===== src/csd_map.vh =====
// Constants for the compare-skip and decimal-adjust execution block
`ifndef CSD_MAP_VH
`define CSD_MAP_VH
// Opcode fields
`define CSD_OP_HI 4'h6
`define CSD_SUB_EQ 3'h1
`define CSD_SUB_GT 3'h2
`define CSD_SUB_LT 3'h0
`define CSD_DAW_OP 16'h0007
// Decimal adjust
`define CSD_NIB_MAX 4'h9
`define CSD_NIB_ADJ 4'h6
// Addressing
`define CSD_IDX_LIMIT 8'h5F
`define CSD_ACC_SPLIT 8'h60
`define CSD_ACC_HI_BANK 4'hF
`define CSD_ACC_LO_BANK 4'h0
// Wishbone register offsets (byte addresses)
`define CSD_REG_CTRL 4'h0
`define CSD_REG_INSTR 4'h4
`define CSD_REG_WORKING_REGISTER 4'h8
`define CSD_REG_STAT 4'hC
// Control bits
`define CSD_CTRL_EXT 0
`define CSD_CTRL_TWO 1
`define CSD_CTRL_BSR_LO 4
// Status bits
`define CSD_ST_BUSY 0
`define CSD_ST_SKIP 1
`define CSD_ST_C 2
`define CSD_ST_DC 3
`define CSD_ST_CYC_LO 4
`define CSD_ST_ADDR_LO 8
// Instruction word fields
`define CSD_F_ADDR_HI 7
`define CSD_F_ADDR_LO 0
`define CSD_F_ACC 8
`define CSD_F_SUB_HI 11
`define CSD_F_SUB_LO 9
`define CSD_F_OP_HI 15
`define CSD_F_OP_LO 12
`define CSD_BORROW_BIT 8
// No-op cycles after a taken skip
`define CSD_NOP_ONE 2'h1
`define CSD_NOP_TWO 2'h2
`endif


===== src/csd_core.v =====
// Compare-skip and decimal-adjust execution block with a Wishbone register port
//
// Summary of operation
// RULE1 - Greater compare subtracts working register from file value; skip when file larger.
// RULE2 - Less compare skips only when file value strictly smaller than working register.
// RULE3 - A taken skip discards the prefetched word and adds one no-op cycle.
// RULE4 - Skipping a two-word instruction adds a second no-op cycle, three total.
// RULE5 - Greater compare encoding is 0110 010a with eight-bit file address.
// RULE6 - Less compare encoding is 0110 000a with eight-bit file address.
// RULE7 - Access bit zero addresses the access bank.
// RULE8 - Access bit one forms address from bank select register and file address.
// RULE9 - Extended set with access bit zero uses indexed literal offset up to 5Fh; the code applies it to the greater compare only.
// RULE10 - Compare operands: eight-bit file address, one access bit, one program word.
// RULE11 - Decimal adjust adds 6 to low nibble if above 9 or digit carry set.
// RULE12 - Decimal adjust adds 6 to high nibble and sets carry if above 9 or carry.
// RULE13 - Equal compare skips when file value equals working register.
// RULE14 - Compares change no flags or working register; read in Q2, no Q4 write.
// RULE15 - Decimal adjust takes one cycle, writing working register back in Q4.
`timescale 1ns/1ps
`include "csd_map.vh"

module csd_core
(
	// Clock, reset, enable
	input wire clk_i,
	input wire rst_i,
	input wire ce_i,
	// Wishbone slave
	input wire cyc_i,
	input wire stb_i,
	input wire we_i,
	input wire [3:0] adr_i,
	input wire [3:0] sel_i,
	input wire [31:0] dat_i,
	output reg [31:0] dat_o,
	output reg ack_o,
	// Data memory read port
	output reg [11:0] mem_addr_o,
	output reg mem_rd_o,
	input wire [7:0] mem_data_i,
	// Indexed base (frame pointer) for indexed literal offset mode
	input wire [11:0] fsr2_i,
	// Fetch pipeline: flush of prefetched word
	output reg flush_o
);

	// Q phases, one-hot
	localparam Q_IDLE = 5'h01;
	localparam Q_1 = 5'h02;
	localparam Q_2 = 5'h04;
	localparam Q_3 = 5'h08;
	localparam Q_4 = 5'h10;

	reg [4:0] q_r;
	reg [15:0] instr_r;
	reg [7:0] working_register_r;
	reg [7:0] file_val_r;
	reg carry_r;
	reg digit_carry_flag_r;
	reg ext_en_r;
	reg two_word_r;
	reg [3:0] bank_select_register_r;
	reg skip_r;
	reg [1:0] nop_left_r;
	reg [1:0] cycles_r;
	reg [11:0] addr_r;

	// Instruction fields
	wire [7:0] faddr = instr_r[`CSD_F_ADDR_HI:`CSD_F_ADDR_LO]; // see RULE10
	wire acc_bit = instr_r[`CSD_F_ACC]; // see RULE10
	wire [3:0] op_hi = instr_r[`CSD_F_OP_HI:`CSD_F_OP_LO];
	wire [2:0] op_sub = instr_r[`CSD_F_SUB_HI:`CSD_F_SUB_LO];
	wire is_cmp_hi = (op_hi == `CSD_OP_HI);
	wire is_eq = is_cmp_hi && (op_sub == `CSD_SUB_EQ); // see RULE13
	wire is_gt = is_cmp_hi && (op_sub == `CSD_SUB_GT); // see RULE5
	wire is_lt = is_cmp_hi && (op_sub == `CSD_SUB_LT); // see RULE6
	wire is_cmp = is_eq | is_gt | is_lt;
	wire is_daw = (instr_r == `CSD_DAW_OP);

	// Unsigned subtraction f - W; borrow means f < W
	wire [8:0] diff = {1'h0, file_val_r} - {1'h0, working_register_r}; // see RULE1
	wire f_lt_w = diff[`CSD_BORROW_BIT]; // see RULE2
	wire f_eq_w = (diff[`CSD_F_ADDR_HI:`CSD_F_ADDR_LO] == 8'h00);
	// Terms kept apart so a wrong encoding disturbs one compare only
	wire take_eq = is_eq && f_eq_w; // see RULE13
	wire take_gt = is_gt && !f_lt_w && !f_eq_w; // see RULE1
	wire take_lt = is_lt && f_lt_w; // see RULE2
	wire cond = take_eq || take_gt || take_lt;

	// Decimal adjust: each nibble is corrected on its own, the low one never carries up
	wire [3:0] lo_nib;
	wire [3:0] hi_nib;
	wire hi_adj;

	csd_nib_adj
	#(
		.NIB_W(4)
	)
	u_lo_adj
	(
		.nib_i(working_register_r[3:0]),
		.force_i(digit_carry_flag_r),
		.nib_o(lo_nib),
		.adj_o()
	); // see RULE11

	csd_nib_adj
	#(
		.NIB_W(4)
	)
	u_hi_adj
	(
		.nib_i(working_register_r[7:4]),
		.force_i(carry_r),
		.nib_o(hi_nib),
		.adj_o(hi_adj)
	); // see RULE12

	// Data address formation
	reg [11:0] addr_nxt;
	always @*
	begin
		if (acc_bit)
		begin
			addr_nxt = {bank_select_register_r, faddr}; // see RULE8
		end
		else if (ext_en_r && is_gt && (faddr <= `CSD_IDX_LIMIT))
		begin
			// Indexed literal offset: base pointer plus literal
			addr_nxt = fsr2_i + {4'h0, faddr}; // see RULE9
		end
		else if (faddr < `CSD_ACC_SPLIT)
		begin
			addr_nxt = {`CSD_ACC_LO_BANK, faddr}; // see RULE7
		end
		else
		begin
			addr_nxt = {`CSD_ACC_HI_BANK, faddr}; // see RULE7
		end
	end

	// Bus decode; a new request is only taken once ack has dropped
	wire wb_hit = cyc_i && stb_i && !ack_o;
	wire busy = (q_r != Q_IDLE);
	wire wr_lane0 = wb_hit && we_i && sel_i[0];
	wire wr_ctrl = wr_lane0 && (adr_i == `CSD_REG_CTRL);
	// Working register and flags are locked while an instruction runs
	wire wr_working_register = wr_lane0 && (adr_i == `CSD_REG_WORKING_REGISTER) && !busy;
	wire wr_stat = wr_lane0 && (adr_i == `CSD_REG_STAT) && !busy;
	wire rd_take = wb_hit && !we_i;
	wire start = wb_hit && we_i && (adr_i == `CSD_REG_INSTR) && !busy && ce_i;

	// Sequencer
	always @(posedge clk_i)
	begin
		if (rst_i)
		begin
			q_r <= Q_IDLE;
			instr_r <= 16'h0000;
			file_val_r <= 8'h00;
			skip_r <= 1'b0;
			nop_left_r <= 2'h0;
			cycles_r <= 2'h0;
			addr_r <= 12'h000;
			mem_addr_o <= 12'h000;
			mem_rd_o <= 1'b0;
			flush_o <= 1'b0;
			working_register_r <= 8'h00;
			carry_r <= 1'b0;
			digit_carry_flag_r <= 1'b0;
		end
		else if (ce_i)
		begin
			mem_rd_o <= 1'b0;
			flush_o <= 1'b0;
			if (wr_working_register)
			begin
				working_register_r <= dat_i[7:0];
			end
			if (wr_stat)
			begin
				carry_r <= dat_i[`CSD_ST_C];
				digit_carry_flag_r <= dat_i[`CSD_ST_DC];
			end
			case (q_r)
			Q_IDLE:
			begin
				if (start)
				begin
					instr_r <= dat_i[15:0];
					q_r <= Q_1;
					skip_r <= 1'b0;
					cycles_r <= 2'h1;
				end
			end
			Q_1:
			begin
				q_r <= Q_2;
				if (nop_left_r == 2'h0)
				begin
					addr_r <= addr_nxt;
				end
			end
			Q_2:
			begin
				q_r <= Q_3;
				if ((nop_left_r == 2'h0) && is_cmp)
				begin
					// Read only; compares never write back
					mem_addr_o <= addr_r; // see RULE14
					mem_rd_o <= 1'b1;
				end
			end
			Q_3:
			begin
				q_r <= Q_4;
				if ((nop_left_r == 2'h0) && is_cmp)
				begin
					file_val_r <= mem_data_i;
				end
			end
			Q_4:
			begin
				if (nop_left_r != 2'h0)
				begin
					nop_left_r <= nop_left_r - 2'h1;
					cycles_r <= cycles_r + 2'h1;
					q_r <= (nop_left_r == 2'h1) ? Q_IDLE : Q_1;
				end
				else if (is_cmp && cond)
				begin
					skip_r <= 1'b1;
					flush_o <= 1'b1; // see RULE3
					nop_left_r <= two_word_r ? `CSD_NOP_TWO : `CSD_NOP_ONE; // see RULE4
					q_r <= Q_1;
				end
				else
				begin
					if (is_daw)
					begin
						working_register_r <= {hi_nib, lo_nib}; // see RULE15
						if (hi_adj)
						begin
							carry_r <= 1'b1; // see RULE12
						end
					end
					q_r <= Q_IDLE;
				end
			end
			default:
			begin
				q_r <= Q_IDLE;
			end
			endcase
		end
	end

	// Register read mux; status cycle count sits in bits 5:4, data address in 19:8
	wire [31:0] ctrl_word = {24'h000000, bank_select_register_r, 2'h0, two_word_r, ext_en_r};
	wire [31:0] instr_word = {16'h0000, instr_r};
	wire [31:0] working_register_word = {24'h000000, working_register_r};
	wire [31:0] stat_word = {12'h000, addr_r, 2'h0, cycles_r, digit_carry_flag_r, carry_r,
		skip_r, busy};
	reg [31:0] rd_nxt;
	always @*
	begin
		rd_nxt = 32'h00000000;
		if (rd_take)
		begin
			case (adr_i)
			`CSD_REG_CTRL:
			begin
				rd_nxt = ctrl_word;
			end
			`CSD_REG_INSTR:
			begin
				rd_nxt = instr_word;
			end
			`CSD_REG_WORKING_REGISTER:
			begin
				rd_nxt = working_register_word;
			end
			`CSD_REG_STAT:
			begin
				rd_nxt = stat_word;
			end
			default:
			begin
				rd_nxt = 32'h00000000;
			end
			endcase
		end
	end

	// Wishbone slave: control register and one-cycle ack
	always @(posedge clk_i)
	begin
		if (rst_i)
		begin
			ack_o <= 1'b0;
			dat_o <= 32'h00000000;
			ext_en_r <= 1'b0;
			two_word_r <= 1'b0;
			bank_select_register_r <= 4'h0;
		end
		else if (ce_i)
		begin
			ack_o <= wb_hit;
			if (wr_ctrl)
			begin
				ext_en_r <= dat_i[`CSD_CTRL_EXT];
				two_word_r <= dat_i[`CSD_CTRL_TWO];
				bank_select_register_r <= dat_i[`CSD_CTRL_BSR_LO +: 4];
			end
			dat_o <= rd_nxt;
		end
	end

endmodule

// One decimal-correction nibble; the sum wraps inside the nibble, the caller owns any carry
module csd_nib_adj
#(
	parameter NIB_W = 4
)
(
	// Nibble and forcing flag
	input wire [NIB_W-1:0] nib_i,
	input wire force_i,
	// Corrected nibble and adjust indication
	output wire [NIB_W-1:0] nib_o,
	output wire adj_o
);

	wire [NIB_W-1:0] sum = nib_i + `CSD_NIB_ADJ;

	assign adj_o = (nib_i > `CSD_NIB_MAX) || force_i;
	assign nib_o = adj_o ? sum : nib_i;

endmodule


===== config.mk =====
export PLATFORM = sky130hd
export DESIGN_NAME = csd_core
export DESIGN_NICKNAME = d
export VERILOG_FILES = /design/src/csd_core.v
export VERILOG_INCLUDE_DIRS = /design/src /design/src/src
export SDC_FILE = /design/constraint.sdc
export NUM_CORES = 1
export LEC_CHECK = 0
export BUFFER_PORTS_ARGS = -buffer_cell sky130_fd_sc_hd__clkbuf_2
export CAP_MARGIN = 15
export CORE_UTILIZATION = 50
export DETAILED_ROUTE_END_ITERATION = 16
export PLACE_DENSITY = 0.74
export SLEW_MARGIN = 5
export SYNTH_ARGS = -nofsm -noshare
export SYNTH_HDL_FRONTEND = slang
export SYNTH_HIERARCHICAL = 1
export SYNTH_SLANG_ARGS = --single-unit
export TNS_END_PERCENT = 50

===== constraint.sdc =====
create_clock -name clk_i -period 2.9 [get_ports clk_i]
set_input_delay 0.435 -clock clk_i [delete_from_list [all_inputs] [get_ports clk_i]]
set_output_delay 0.435 -clock clk_i [all_outputs]
set_load 0.01 [all_outputs]

==> impl_results.md <==
* CTS Buf Count at 9
* Worst R2R End: q_r[0]$_SDFFE_PP1P_
* Hold Path Origin: mem_data_i[7]
* Root Buffer: clkbuf_8
* Residual DRC at 0
* Synthesized area at 0.00534 mm²
* P&R area growth vs syn at 13.4%
* Max-slew headroom at 50.6%
* Mapped Avg Cell Area at 8.87 µm²
* Worst-margin pin slew at 0.735 ns
* WP data required at 3.18 ns
* Clk_lat worst skew at 0.38 ns
* Area occupied by multi-input gates at 0.00312 mm²
* Number of global-route vias before repair at 4499
* Clock Power Share at 39.2%
* Logic pwr share at 6.1%
* Placed inst area at 0.00584 mm²
* PwrDens at 404 mW/mm²
* CP endpoint kind: register
* Nets at 764
* Final setup viols at 0
* Initial Util at 51.7%
* Final GP Congestion at 0.918
* Post-cts sizing count at 0
* Post-route cell area at 0.00606 mm²
* YS warnings at 6
* Critical path class: register to register
* Post-DRT Antenna Nets at 0
* Max Freq at 0.378 GHz
* Launch point of the worst reg-to-reg path: working_register_r[1]$_SDFFE_PP0P_
* WL final at 14000 µm
* Crit-path max FO at 8
* Reg power frac at 54.6%
* Post-Syn Instances at 602
* Crit path time final at 2.65 ns
* Hold path cells at 3
* Worst VDD drop at 0.240 mV
* Initial antenna violation count at 0
* Period Utilization, post-route at 91.3%
* Initial DRC Count at 369
* PortBufs at 81
* FP Rows at 37
* Die Footprint at 0.0111 mm²
* Post-DP HPWL at 10600 µm
* Slew Limit Fails at 0
* Hold_ws at 0.282 ns
* Status: finished clean
* Final Hold Fails at 0
* Sequential cell area at 0.00194 mm²
* Global route overflow at 0
* CTS tree: done
* Filler cells at 898
* Wire per inst at 17.1 µm
* Post-layout power at 0.00245 W
* Switching power at 0.000623 W
* FF-to-FF path depth at 9
* DR vias at 4896
* Critical Path AT at 2.93 ns
* Core area at 0.0103 mm²
* Sink Count at 97
* Leak at 2.46 nW
* First-pass GRT wire length at 22600 µm
* Clk slew on worst S/H paths at 0.10 ns
* Startpoint types: register
* Post-CTS Hold Buffers at 0
* Number of max-cap violations at 0
* Fin Setup TNS at 0 ns
* Reg2reg setup slack at 0.25 ns
* Pre-antenna DRT Iters at 5
* ANT cells at 0
* Sw Ratio at 25.5%
* Post-DR vias/cell at 5.97
* Die width at 105 µm
* H-Tree Depth at 3
* Layout cells sized above 1 at 21.5%
* Int Pwr at 0.00182 W
* Post-CTS Setup Bufs at 0
* Hold EP: file_val_r[7]$_SDFFE_PP0P_
* IO Count at 113
* Final Core Density at 58.7%
* RSZ-0062 raised after global routing: false
* Die height at 105 µm
* CTS max path bufs at 2
* Largest net degree at the start of global routing at 53
* Hold Path Class: input port to register
* Layout Skew at 0.0112 ns
* Total global-route track usage at 26.0%
-- power groups by stage --
stage,registers [W],logic [W],clock network [W]
after floorplan,0.00137,0.0000953,0
after global placement,0.00137,0.000144,0
after detailed placement,0.00137,0.000148,0
after CTS,0.00134,0.000148,0.000970
after global routing,0.00134,0.000162,0.00103
final,0.00134,0.000150,0.000959
-- per-stage QoR --
stage | worst slack [ns] | instances
final | 0.252 | 820
after global routing | 0.149 | 820
after CTS | 0.292 | 820
after detailed placement | 0.316 | 804
after global placement | 0.394 | 804
after floorplan | 0.573 | 613
-- worst max-delay path, cell delays in order (launching register included) --
cell       delay, ns
dfxtp_1         0.49
inv_1           0.09
ha_1            0.32
nor2b_1         0.14
o2111ai_1       0.17
a21boi_0        0.23
o22ai_1         0.13
or3_1           0.39
a31o_2          0.31
a211o_1         0.26
-- routing by layer --
layer	vias up	track usage, %	part of all wire [%]	routed length (µm)
met2	221	41.0	46	6530
met1	2340	35.0	43	6100
met3	26	5.13	7.8	1100
met5	-	0	0	0
met4	0	10.1	2.3	324
li1	2309	-	-	-
-- state kept, by name, summed over array words and instances (netlist names) --
name / flops
ack_o: 1
addr_r: 12
bank_select_register_r: 4
carry_r: 1
cycles_r: 2
dat_o: 20
digit_carry_flag_r: 1
ext_en_r: 1
file_val_r: 8
flush_o: 1
instr_r: 16
mem_addr_o: 12
mem_rd_o: 1
nop_left_r: 2
q_r: 5
skip_r: 1
two_word_r: 1
working_register_r: 8
-- worst max path at each step --
stage | start | end | slack, ns | depth (start not counted)
6_report | working_register_r[1]$_SDFFE_PP0P_ | q_r[0]$_SDFFE_PP1P_ | 0.25 | 9
4_1_cts | working_register_r[1]$_SDFFE_PP0P_ | q_r[0]$_SDFFE_PP1P_ | 0.29 | 9
2_1_floorplan | working_register_r[3]$_SDFFE_PP0P_ | q_r[0]$_SDFFE_PP1P_ | 0.57 | 9
5_1_grt | working_register_r[1]$_SDFFE_PP0P_ | q_r[0]$_SDFFE_PP1P_ | 0.15 | 9
3_5_place_dp | working_register_r[1]$_SDFFE_PP0P_ | q_r[0]$_SDFFE_PP1P_ | 0.32 | 9
3_3_place_gp | working_register_r[1]$_SDFFE_PP0P_ | q_r[0]$_SDFFE_PP1P_ | 0.39 | 9
-- placed cells by master, fill, tap and decap left out, types with 3 or more instances in the layout --
| cell type | count |
|---|---|
| nand3_1 | 12 |
| mux4_2 | 4 |
| or3_1 | 6 |
| or4_1 | 5 |
| nand2_1 | 20 |
| o22ai_1 | 10 |
| nor2_1 | 95 |
| ha_1 | 18 |
| nand4_1 | 4 |
| xnor2_1 | 7 |
| mux2i_1 | 53 |
| a211oi_1 | 9 |
| buf_4 | 16 |
| nor3_1 | 15 |
| nand3b_1 | 6 |
| o31ai_1 | 3 |
| a21oi_1 | 31 |
| a22oi_1 | 20 |
| nand2b_1 | 8 |
| a21o_1 | 5 |
| mux2_2 | 10 |
| inv_1 | 22 |
| clkbuf_8 | 10 |
| o21ai_0 | 23 |
| o21a_1 | 4 |
| and3b_1 | 4 |
| nor2b_1 | 8 |
| dfxtp_1 | 97 |
| conb_1 | 12 |
| nor4_1 | 4 |
| or2_2 | 4 |
| clkbuf_2 | 81 |
| a211o_1 | 5 |
-- layout make-up --
cell class | instances | area share [%]
timing repair buffer | 97 | 8.68
sequential | 97 | 32.1
inverter | 22 | 1.36
clock buffer | 10 | 2.27
clock inverter | 6 | 1.22
multi-input combinational | 452 | 51.6
tap | 136 | 2.81
(Power assumes the default switching activity.)
